**src/hdl/mpms_pkg.sv**
```systemverilog
/*
  constants for the multipurpose pin mode select block: register offsets,
  field positions, mode codes, reset values and the one-shot timing.
  assumes a 10 MHz system clock and a 32-bit AHB-Lite register bus.
*/
`default_nettype none
package mpms_pkg;

  // ****************************************
  // bus and register map
  // ****************************************
  localparam int          ADDR_W             = 8;
  localparam int          DATA_W             = 32;
  localparam logic [7:0]  OFF_ENV2_CONFIG    = 8'h00;
  localparam logic [7:0]  OFF_GP_OUT_LEVEL   = 8'h04;
  localparam logic [7:0]  OFF_GP_IN_LEVEL    = 8'h08;
  localparam logic [7:0]  OFF_ONESHOT        = 8'h0C;
  localparam logic [1:0]  HTRANS_NONSEQ_BIT  = 2'h2;
  localparam logic        HRESP_OKAY         = 1'b0;
  localparam logic [31:0] RESET_ENV2_CONFIG  = 32'h0000_0000;
  localparam logic [7:0]  RESET_GP_OUT_LEVEL = 8'h00;
  localparam logic [31:0] READ_ZERO          = 32'h0000_0000;

  // ****************************************
  // terminal fields
  // ****************************************
  localparam int          PIN_COUNT          = 8;
  localparam int          MODE_W             = 2;
  localparam int          SHOT_PINS          = 2;
  localparam int          POL_PIN_ZERO_BIT   = 16;
  localparam int          POL_PIN_ONE_BIT    = 17;

  // ****************************************
  // mode codes
  // ****************************************
  localparam logic [1:0]  MODE_GP_IN         = 2'h0;
  localparam logic [1:0]  MODE_GP_OUT        = 2'h1;
  localparam logic [1:0]  MODE_SIG_A         = 2'h2;
  localparam logic [1:0]  MODE_SIG_B         = 2'h3;

  // ****************************************
  // one-shot timing
  // ****************************************
  localparam int          CLK_HZ             = 10_000_000;
  localparam int          ONESHOT_MS         = 26;
  localparam int          ONESHOT_W          = 19;
  localparam int          ONESHOT_CYCLES_INT = ONESHOT_MS * (CLK_HZ / 1000);
  localparam logic [ONESHOT_W-1:0] ONESHOT_CYCLES_DFLT = ONESHOT_CYCLES_INT[ONESHOT_W-1:0];
  localparam logic [ONESHOT_W-1:0] ONESHOT_ZERO        = 19'h0_0000;
  localparam logic [ONESHOT_W-1:0] ONESHOT_ONE         = 19'h0_0001;

endpackage

`default_nettype wire

```
**src/hdl/mpms_top.sv**
```systemverilog
/*
  multipurpose pin mode select: eight terminals, each steered by a 2-bit
  mode field of the environment-2 configuration register, reached over an
  AHB-Lite slave port with zero wait states.
  assumes one 10 MHz clock, pins and motion flags synchronous to it, and an
  external pad that turns pin_out / pin_oe_n into the wire level.
*/
`timescale 1ns/10ps
`default_nettype none

module mpms_top
#(
  parameter logic [mpms_pkg::ONESHOT_W-1:0] ONESHOT_CYCLES = mpms_pkg::ONESHOT_CYCLES_DFLT
)
(
  input  wire logic                          hclk,
  input  wire logic                          hresetn,
  input  wire logic                          hsel,
  input  wire logic [mpms_pkg::ADDR_W-1:0]   haddr,
  input  wire logic [1:0]                    htrans,
  input  wire logic                          hwrite,
  input  wire logic [2:0]                    hsize,
  input  wire logic [mpms_pkg::DATA_W-1:0]   hwdata,
  input  wire logic                          hready,
  output logic                               hreadyout,
  output logic [mpms_pkg::DATA_W-1:0]        hrdata,
  output logic                               hresp,
  input  wire logic                          accel_phase_flag,
  input  wire logic                          decel_phase_flag,
  input  wire logic                          constant_speed_flag,
  input  wire logic                          compare_one_match,
  input  wire logic                          compare_two_match,
  input  wire logic                          compare_three_match,
  input  wire logic                          compare_four_match,
  input  wire logic                          compare_five_match,
  input  wire logic [mpms_pkg::PIN_COUNT-1:0] pin_in,
  output logic [mpms_pkg::PIN_COUNT-1:0]     pin_out,
  output logic [mpms_pkg::PIN_COUNT-1:0]     pin_oe_n
);

  // ****************************************
  // decode helpers
  // ****************************************
  function automatic logic [1:0] mode_of
  (
    input logic [mpms_pkg::DATA_W-1:0] cfg,
    input int                          idx
  );
    mode_of = cfg[idx*mpms_pkg::MODE_W +: mpms_pkg::MODE_W];
  endfunction

  function automatic logic is_signal_mode
  (
    input logic [1:0] mode
  );
    is_signal_mode = (mode == mpms_pkg::MODE_SIG_A) || (mode == mpms_pkg::MODE_SIG_B);
  endfunction

  // ****************************************
  // storage
  // ****************************************
  logic [mpms_pkg::DATA_W-1:0]    env2_config_reg;
  logic [mpms_pkg::PIN_COUNT-1:0] gp_out_level_reg;
  logic [mpms_pkg::PIN_COUNT-1:0] gp_in_level_reg;
  logic                           wr_pend_reg;
  logic [mpms_pkg::ADDR_W-1:0]    wr_addr_reg;
  logic [mpms_pkg::DATA_W-1:0]    hrdata_reg;
  logic [mpms_pkg::DATA_W-1:0]    hrdata_next;
  logic                           addr_phase;
  logic                           wr_config;
  logic                           wr_gp_out;
  logic                           wr_oneshot;
  logic [mpms_pkg::PIN_COUNT-1:0] phase_sig;
  logic [mpms_pkg::SHOT_PINS-1:0] shot_active;
  logic [mpms_pkg::SHOT_PINS-1:0] shot_pol_high;
  logic [mpms_pkg::PIN_COUNT-1:0] pin_out_next;
  logic [mpms_pkg::PIN_COUNT-1:0] pin_oe_n_next;
  logic [mpms_pkg::PIN_COUNT-1:0] pin_out_reg;
  logic [mpms_pkg::PIN_COUNT-1:0] pin_oe_n_reg;

  // ****************************************
  // ahb-lite slave
  // ****************************************
  // zero wait states: every access ends in its first data phase
  assign hreadyout = 1'b1;
  assign hresp     = mpms_pkg::HRESP_OKAY;
  assign hrdata    = hrdata_reg;

  // hsize ignored: only whole aligned words are issued
  assign addr_phase = hsel && hready && (htrans[1] == mpms_pkg::HTRANS_NONSEQ_BIT[1]);

  always_ff @(posedge hclk or negedge hresetn)
  begin
    if (!hresetn)
    begin
      wr_pend_reg <= 1'b0;
      wr_addr_reg <= '0;
    end
    else if (hready)
    begin
      wr_pend_reg <= addr_phase && hwrite;
      wr_addr_reg <= haddr;
    end
  end

  assign wr_config  = wr_pend_reg && (wr_addr_reg == mpms_pkg::OFF_ENV2_CONFIG);
  assign wr_gp_out  = wr_pend_reg && (wr_addr_reg == mpms_pkg::OFF_GP_OUT_LEVEL);
  assign wr_oneshot = wr_pend_reg && (wr_addr_reg == mpms_pkg::OFF_ONESHOT);

  // read data prepared in the address phase so it stands in the data phase
  always_comb
  begin
    hrdata_next = mpms_pkg::READ_ZERO;
    if (haddr == mpms_pkg::OFF_ENV2_CONFIG)
    begin
      hrdata_next = env2_config_reg;
    end
    else if (haddr == mpms_pkg::OFF_GP_OUT_LEVEL)
    begin
      hrdata_next[mpms_pkg::PIN_COUNT-1:0] = gp_out_level_reg;
    end
    else if (haddr == mpms_pkg::OFF_GP_IN_LEVEL)
    begin
      hrdata_next[mpms_pkg::PIN_COUNT-1:0] = gp_in_level_reg;
    end
    else if (haddr == mpms_pkg::OFF_ONESHOT)
    begin
      hrdata_next[mpms_pkg::SHOT_PINS-1:0] = shot_active;
    end
  end

  always_ff @(posedge hclk or negedge hresetn)
  begin
    if (!hresetn)
    begin
      hrdata_reg <= mpms_pkg::READ_ZERO;
    end
    else if (addr_phase && !hwrite)
    begin
      hrdata_reg <= hrdata_next;
    end
  end

  // ****************************************
  // software registers
  // ****************************************
  // upper half kept for the encoder and pulser settings; only bits 16 and 17 (polarity of pins zero and one) used here
  always_ff @(posedge hclk or negedge hresetn)
  begin
    if (!hresetn)
    begin
      env2_config_reg <= mpms_pkg::RESET_ENV2_CONFIG;
    end
    else if (wr_config)
    begin
      env2_config_reg <= hwdata;
    end
  end

  always_ff @(posedge hclk or negedge hresetn)
  begin
    if (!hresetn)
    begin
      gp_out_level_reg <= mpms_pkg::RESET_GP_OUT_LEVEL;
    end
    else if (wr_gp_out)
    begin
      gp_out_level_reg <= hwdata[mpms_pkg::PIN_COUNT-1:0];
    end
  end

  // pins sampled every cycle, whatever their mode
  always_ff @(posedge hclk or negedge hresetn)
  begin
    if (!hresetn)
    begin
      gp_in_level_reg <= '0;
    end
    else
    begin
      gp_in_level_reg <= pin_in;
    end
  end

  // ****************************************
  // signal sources
  // ****************************************
  assign phase_sig = {compare_five_match,
                      compare_four_match,
                      compare_three_match,
                      compare_two_match,
                      compare_one_match,
                      constant_speed_flag,
                      decel_phase_flag,
                      accel_phase_flag};

  assign shot_pol_high = {env2_config_reg[mpms_pkg::POL_PIN_ONE_BIT],
                          env2_config_reg[mpms_pkg::POL_PIN_ZERO_BIT]};

  // ****************************************
  // one-shot timers, pins zero and one
  // ****************************************
  // a trigger while running restarts the full period
  genvar s;
  generate
    for (s = 0; s < mpms_pkg::SHOT_PINS; s = s + 1)
    begin : g_shot
      logic [mpms_pkg::ONESHOT_W-1:0] count_reg;
      logic                           trigger;

      assign trigger = wr_oneshot && hwdata[s] &&
                       (mode_of(env2_config_reg, s) == mpms_pkg::MODE_SIG_B);

      always_ff @(posedge hclk or negedge hresetn)
      begin
        if (!hresetn)
        begin
          count_reg <= mpms_pkg::ONESHOT_ZERO;
        end
        else if (trigger)
        begin
          count_reg <= ONESHOT_CYCLES;
        end
        else if (mode_of(env2_config_reg, s) != mpms_pkg::MODE_SIG_B)
        begin
          count_reg <= mpms_pkg::ONESHOT_ZERO;
        end
        else if (count_reg != mpms_pkg::ONESHOT_ZERO)
        begin
          count_reg <= count_reg - mpms_pkg::ONESHOT_ONE;
        end
      end

      assign shot_active[s] = (count_reg != mpms_pkg::ONESHOT_ZERO);
    end
  endgenerate

  // ****************************************
  // terminal steering
  // ****************************************
  genvar p;
  generate
    for (p = 0; p < mpms_pkg::PIN_COUNT; p = p + 1)
    begin : g_pin
      logic [1:0] mode;

      assign mode = mode_of(env2_config_reg, p);

      if (p < mpms_pkg::SHOT_PINS)
      begin : g_phase
        // pins zero and one: motion phase or one-shot, polarity by bit
        always_comb
        begin
          pin_out_next[p]  = 1'b0;
          pin_oe_n_next[p] = 1'b0;
          case (mode)
            mpms_pkg::MODE_GP_IN:
            begin
              pin_oe_n_next[p] = 1'b1;
            end
            mpms_pkg::MODE_GP_OUT:
            begin
              pin_out_next[p] = gp_out_level_reg[p];
            end
            mpms_pkg::MODE_SIG_A:
            begin
              pin_out_next[p] = shot_pol_high[p] ? phase_sig[p] : !phase_sig[p];
            end
            default:
            begin
              pin_out_next[p] = shot_pol_high[p] ? shot_active[p] : !shot_active[p];
            end
          endcase
        end
      end
      else
      begin : g_match
        // pins two to seven: 10 active-low, 11 active-high
        always_comb
        begin
          pin_out_next[p]  = 1'b0;
          pin_oe_n_next[p] = 1'b0;
          case (mode)
            mpms_pkg::MODE_GP_IN:
            begin
              pin_oe_n_next[p] = 1'b1;
            end
            mpms_pkg::MODE_GP_OUT:
            begin
              pin_out_next[p] = gp_out_level_reg[p];
            end
            mpms_pkg::MODE_SIG_A:
            begin
              pin_out_next[p] = !phase_sig[p];
            end
            default:
            begin
              pin_out_next[p] = phase_sig[p];
            end
          endcase
        end
      end
    end
  endgenerate

  // ****************************************
  // pin registers
  // ****************************************
  // registered so the pads see no decode glitches; costs one cycle
  always_ff @(posedge hclk or negedge hresetn)
  begin
    if (!hresetn)
    begin
      pin_out_reg  <= '0;
      pin_oe_n_reg <= '1;
    end
    else
    begin
      pin_out_reg  <= pin_out_next;
      pin_oe_n_reg <= pin_oe_n_next;
    end
  end

  assign pin_out  = pin_out_reg;
  assign pin_oe_n = pin_oe_n_reg;

  // signal-mode check kept for readers of the one-shot status
  logic unused_ok;
  assign unused_ok = is_signal_mode(mode_of(env2_config_reg, 0)) | (|hsize);

endmodule

`default_nettype wire

```
**config.mk**
```make
export PLATFORM = sky130hd
export DESIGN_NAME = mpms_top
export DESIGN_NICKNAME = d
export VERILOG_FILES = /design/src/hdl/mpms_pkg.sv /design/src/hdl/mpms_top.sv
export SDC_FILE = /design/constraint.sdc
export NUM_CORES = 1
export LEC_CHECK = 0
export BUFFER_PORTS_ARGS = -buffer_cell sky130_fd_sc_hd__clkbuf_2
export CORE_UTILIZATION = 50
export CTS_BUF_LIST = sky130_fd_sc_hd__clkbuf_4 sky130_fd_sc_hd__clkbuf_8
export CTS_CLUSTER_SIZE = 25
export DETAILED_ROUTE_END_ITERATION = 12
export MAX_ROUTING_LAYER = met4
export PLACE_DENSITY = 0.78
export SYNTH_ARGS = -nofsm -noshare
export SYNTH_HDL_FRONTEND = slang
export SYNTH_SLANG_ARGS = --single-unit
```
**constraint.sdc**
```tcl
create_clock -name hclk -period 5.4 [get_ports hclk]
set_clock_uncertainty 0.15 [all_clocks]
set_input_delay 1.08 -clock hclk [delete_from_list [all_inputs] [get_ports hclk]]
set_output_delay 1.08 -clock hclk [all_outputs]
set_load 0.1 [all_outputs]
```
==> results of run 1 <==
worst paths after layout:
kind | slack [ns] | start | cells after the start | to
max | 2.32 | haddr[5] | 6 | hrdata[2]$_DFFE_PN0P_
min in group asynchronous | 0.59 | hresetn | 1 | hrdata[5]$_DFFE_PN0P_
min | 0.32 | env2_config_reg[9]$_DFFE_PN0P_ | 1 | pin_oe_n[4]$_DFF_PN1_
max in group asynchronous | 3.46 | hresetn | 2 | pin_oe_n[7]$_DFF_PN1_
min reg2reg | 0.32 | env2_config_reg[9]$_DFFE_PN0P_ | 1 | pin_oe_n[4]$_DFF_PN1_
max reg2reg | 2.73 | wr_addr_reg[4]$_DFFE_PN0P_ | 5 | g_shot[0].count_reg[2]$_DFFE_PN0P_
kinds of logic after synthesis:
| logic type | synth area share, % |
|---|---|
| buffers and inverters | 2.57 |
| other | 0.122 |
| and+or+nand+nor | 14.9 |
| muxes | 8.72 |
| DFF | 58.1 |
| AOI/OAI and AO/OA | 10.3 |
| adders and majority gates | 0.405 |
| xor gates and xnor gates | 4.96 |
cells in the final DEF (no fill, tap or decap), types with 6 or more instances in the layout:
master and n:
o22ai_1 10, o21ai_0 27, nand4_1 8, xnor2_1 20
xor2_1 15, nand2_1 41, a21oi_1 21, nor2b_1 8
mux2_2 47, nor2_1 42, or3_1 7, a22o_1 24
nand3_1 17, clkbuf_2 108, nor4_1 7, dfstp_2 8
clkbuf_8 20, inv_1 14, nor3_1 12, or4_1 6
dfrtp_1 135
Yosys cell counts (all sizes together), types with 2 or more instances:
master  number  share of area (%)
o31ai        2               0.24
a31oi        4               0.40
a211oi       3               0.36
nor2b        8               0.81
or4          7               0.91
nor2        42                2.6
mux2        47                8.6
o22ai       10                1.0
nand3       17                1.4
nor3b        3               0.45
xnor2       20                2.8
inv         14               0.85
and3         3               0.30
nand4b       3               0.43
clkbuf      16               0.97
nor3        12               0.97
or3          9                1.0
o31a         2               0.28
buf          7               0.75
a22o        24                3.4
o21ai       28                2.3
and2         2               0.20
nand4        8               0.81
nor4        10                1.5
xor2        15                2.1
a21oi       21                1.7
nand2       41                2.5
conb         2               0.12
ha           2               0.40
dfrtp      135                 55
dfstp        8                3.4
or2          4               0.40
power groups by stage:
stage	Clock, mW	Combinational (mW)	Sequential [mW]
final	0.823	0.198	1.14
after global routing	0.885	0.213	1.14
after CTS	0.840	0.201	1.14
after detailed placement	0	0.201	1.16
after global placement	0	0.196	1.16
after floorplan	0	0.0576	1.23
area by class of cell:
class	instances	area [um2]
Clock inverter	11	105
Fill cell	956	4780
Clock buffer	21	283
Timing Repair Buffer	113	582
Multi-Input combinational cell	360	2440
Sequential cell	143	3590
Tap cell	147	184
Inverter	14	52.6
routing by layer:
layer  vias to the layer above  routed length (um)
met1                      2252                5570
met5                         -                   0
met4                         0                 227
met3                        22                 896
met2                       130                6490
li1                       2144                   -
stage by stage:
stage / hold slack (ns) / total power [mW] / utilization (%) / setup WS (ns)
global placement: 0.303 / 1.35 / 57.0 / 1.92
detailed placement: 0.305 / 1.36 / 57.0 / 1.86
finish: 0.322 / 2.16 / 60.2 / 2.32
CTS: 0.317 / 2.18 / 60.2 / 2.36
global route: 0.345 / 2.24 / 60.2 / 2.26
floorplan: 0.275 / 1.29 / - / 2.59
==> impl_metrics.toml, run 1 <==
[pwr]
swShare_pct = 27.2
powerDensity_mw_per_mm2 = 298
power.clock.fraction_pct = 38.1
intPower_mw = 1.57
p_switching_mw = 0.586
pwr-share-comb_pct = 9.2
p_leak_nw = 3.59
seq_power_share_pct = 52.7
ir_drop_mv = 0.265

[yosys]
syn_avg_cell_area_um2 = 11.4
synthCells = 540
syn-cell-area_mm2 = 0.00618
synth-seq-cells = 143
synth_nets = 608
yosys_warnings = 0
synthFlopType = "dfrtp_1"
async_reset_ff_share_pct = 100
ys_seq_area_share_pct = 58.1
synth_edf_count = 0
yosysUniqueCellTypes = 52

[clock_tree]
cts_max_level = 4
cts_sinks = 143
ctsLongestPathBuffers = 2
clk_pin_slew_ns = 0.08
cts-resized-gates = 0
cts_buffers = 17
cts_setup_buffers = 0
clockRootBuffer = "clkbuf_8"
hold_buffers = 0
clk_latency_ns = 0.46
cts_tree = "done"

[drt]
drc = 0
wl_mm = 13.2
vias = 4548
ant_nets = 0
viasPerCell = 5.62
drt_iter0_markers = 230
first_pass_iters = 4
wl_per_cell_um = 16.3

[sta]
fmax_mhz = 325
tightest_slew_ns = 1.00
rsz0062_at_grt = "false"
finalCritPeriodShare_pct = 57.1
hold_violations = 0
relSlewSlack_pct = 33.0
report.final.slew_viol_count = 0
finalSetupTns_ns = 0
finalCriticalPeriod_ns = 3.08
setup_viol = 0

[run_status]
status = "finished clean"

[global_route]
use_met1_pct = 28.1
groute.layer.met2.usage_pct = 35.3
busiest_layer = "met2"
grt_usage_pct = 22.8
grt.overflow.total = 0
antenna_found_initial = 0
grt_max_degree = 110
grt_use_met3_pct = 7.87
grt_pass1_vias = 4512
grt_pass1_wl_mm = 21.7

[job]
maxCapViolCount = 0

[final_layout]
layout-drive-gt1-share_pct = 32.0
largest_register_ffs = 38
n_antenna_cell = 0
synthToLayoutAreaGrowth_pct = 17.0
fin_area_mm2 = 0.00723
fin_cells = 809
nNetsFinal = 717

[critical_path]
path_class = "primary input to register"
slowest_stage = "and3_1"
worstPathMaxFanout = 25
path_delay_family = "simple AND/OR/NAND/NOR gates"
end_kind = "register"
arrival_ns = 3.23
crit_chain = "clkbuf_2 > or4_1 > nor3_1 > buf_4 > and3_1 > a22oi_1"
cp_slowest_stage_delay_ns = 0.84
cp-start-kind = "primary input"
required_ns = 5.55
cp_num_buf_inv = 2

[placement]
post_dp_cell_area_mm2 = 0.00685
port_buffers = 109
place.gp.congestion = 0.852
dp_cells = 777
dp_hpwl_mm = 9.18

[die]
start_util_pct = 51.5
io_pins = 116
core_area_mm2 = 0.0120
dieHeight_um = 113
die_area_mm2 = 0.0128
fp.dieW_um = 113
row_count = 40

[worst_hold_path]
hold_path_class = "register to register"
(Power assumes the default switching activity.)
==> run 2, diff against run 1 <==
--- a/config.mk
+++ b/config.mk
@@ -11,7 +11,7 @@
 export CTS_CLUSTER_SIZE = 25
 export DETAILED_ROUTE_END_ITERATION = 12
 export MAX_ROUTING_LAYER = met4
-export PLACE_DENSITY = 0.78
+export PLACE_DENSITY = 0.81
 export SYNTH_ARGS = -nofsm -noshare
 export SYNTH_HDL_FRONTEND = slang
 export SYNTH_SLANG_ARGS = --single-unit
==> constraint.sdc (replaced) <==
create_clock -name hclk -period 2.7 [get_ports hclk]
set_clock_uncertainty 0.15 [all_clocks]
set_input_delay 0.54 -clock hclk [delete_from_list [all_inputs] [get_ports hclk]]
set_output_delay 0.54 -clock hclk [all_outputs]
set_load 0.1 [all_outputs]
==> run 2 against run 1 <==
  * Final cell count rose by 1.2%
  * Sequential share of layout area fell by 0.88 points
  * First-iteration DRC count rose by 30%
  * Flip-flop and latch count did not move
  * Non-clock buffer count rose by 10
  * Via count rose by 1.9%
  * Global-route usage rose by 1.5 points
  * Count of clock-buffer cells in the layout fell by 3
  * Register-to-register slack got worse by 2.5 ns
  * Die area did not move
  * Worst setup slack got worse by 2.1 ns
  * Critical path type is now register to register
==> impl_metrics.toml, run 2 (same netlist as run 1, synthesis figures left out) <==
[clock_tree]
hold_buffers = 1
cts_setup_buffers = 0
clk_latency_ns = 0.46
cts-resized-gates = 0
clockRootBuffer = "clkbuf_8"
cts_max_level = 4
clk_pin_slew_ns = 0.08
ctsLongestPathBuffers = 2
cts_tree = "done"
cts_sinks = 143
cts_buffers = 17

[sta]
report.final.slew_viol_count = 0
fmax_mhz = 398
hold_violations = 0
relSlewSlack_pct = 59.6
rsz0062_at_grt = "false"
setup_ws_ns = 0.185
finalCriticalPeriod_ns = 2.52
tightest_slew_ns = 0.601
setup_viol = 0
finalSetupTns_ns = 0
finalCritPeriodShare_pct = 93.2

[die]
fp.dieW_um = 113
core_area_mm2 = 0.0120
die_area_mm2 = 0.0128
dieHeight_um = 113
row_count = 40
start_util_pct = 51.5
io_pins = 116

[critical_path]
worstPathMaxFanout = 31
crit_chain = "or4b_1 > nor4_2 > nor3b_4 > buf_12 > mux2_2"
cp_num_buf_inv = 1
cp-start-kind = "register"
end_kind = "register"
path_class = "register to register"
required_ns = 2.90
cp_slowest_stage_delay_ns = 0.54
arrival_ns = 2.71
slowest_stage = "or4b_1"
path_delay_family = "simple AND/OR/NAND/NOR gates"

[global_route]
grt.overflow.total = 0
grt_pass1_vias = 4772
grt_pass1_wl_mm = 23.3
antenna_found_initial = 0
groute.layer.met2.usage_pct = 38.5
grt_use_met3_pct = 6.11
busiest_layer = "met2"
grt_usage_pct = 24.3
use_met1_pct = 29.5
grt_max_degree = 57

[placement]
post-place-ws_ns = 0.233
port_buffers = 109
dp_hpwl_mm = 9.70
place.gp.congestion = 0.885
dp_cells = 786

[final_layout]
largest_register_ffs = 38
nFillCells = 936
n_antenna_cell = 0
layout-drive-gt1-share_pct = 32.9
synthToLayoutAreaGrowth_pct = 19.2
mostFrequentLayoutCell = "dfrtp_1"
nNetsFinal = 727
final_cell_mix = "135 x dfrtp_1, 108 x clkbuf_2, 47 x mux2_2, 42 x nor2_1, 41 x nand2_1"
fin_cells = 819
utilization_pct = 61.3

[drt]
vias = 4633
wl_per_cell_um = 17.1
ant_nets = 0
viasPerCell = 5.66
drt_iter0_markers = 300
drc = 0
first_pass_iters = 5
wl_mm = 14.0

[worst_hold_path]
hold_path_class = "primary input to register"

[pwr]
powerDensity_mw_per_mm2 = 598
p_leak_nw = 3.65
ir_drop_mv = 0.581

[run_status]
status = "finished clean"

[job]
maxCapViolCount = 0
run 2: cell types whose count changed in the layout (fill, tap and decap cells not counted), moves of 2 or more:
cell and change:
buf_12 +3, clkinv_4 +2, clkbuf_8 -2, buf_4 +6
run 2: routing by layer:
layer,wire [um],up-vias
li1,-,2157
met1,5870,2273
met2,6820,169
met3,953,34
met4,354,0
met5,0,-
run 2: cell type report:
cell class	instances	area, um2	share of cell area, %
multi-input cells	360	2440	33.1
inverters	14	52.6	0.713
well taps	147	184	2.50
flip-flops and latches	143	3590	48.7
clock buffers	18	248	3.36
clock inverters	14	156	2.12
repair buffers	123	697	9.46
run 2: worst paths after layout:
path,endpoint,cells after the start,slack [ns],startpoint
worst max register to register,env2_config_reg[24]$_DFFE_PN0P_,5,0.18,wr_addr_reg[4]$_DFFE_PN0P_
worst min register to register,pin_oe_n[7]$_DFF_PN1_,1,0.32,env2_config_reg[15]$_DFFE_PN0P_
max in group asynchronous,pin_oe_n[5]$_DFF_PN1_,3,1.20,hresetn
worst max-delay path,env2_config_reg[24]$_DFFE_PN0P_,5,0.18,wr_addr_reg[4]$_DFFE_PN0P_
min in group asynchronous,env2_config_reg[19]$_DFFE_PN0P_,2,0.45,hresetn
worst min-delay path,gp_in_level_reg[1]$_DFF_PN0_,1,0.03,pin_in[1]
run 2: power by group:
part	switching, mW	total, mW	leakage [nW]	internal (mW)
Sequential	0.0559	2.28	1.90	2.22
Clock	0.862	1.72	0.198	0.858
Combinational	0.296	0.409	1.55	0.113
run 2: stage by stage:
step	total power [mW]	cell area, um2	hold WS, ns
after floorplan	2.57	6180	0.0944
after global placement	2.71	6950	0.303
final	4.41	7370	0.0308
after detailed placement	2.73	6950	0.304
after CTS	4.43	7370	0.00774
after global routing	4.55	7370	0.0205
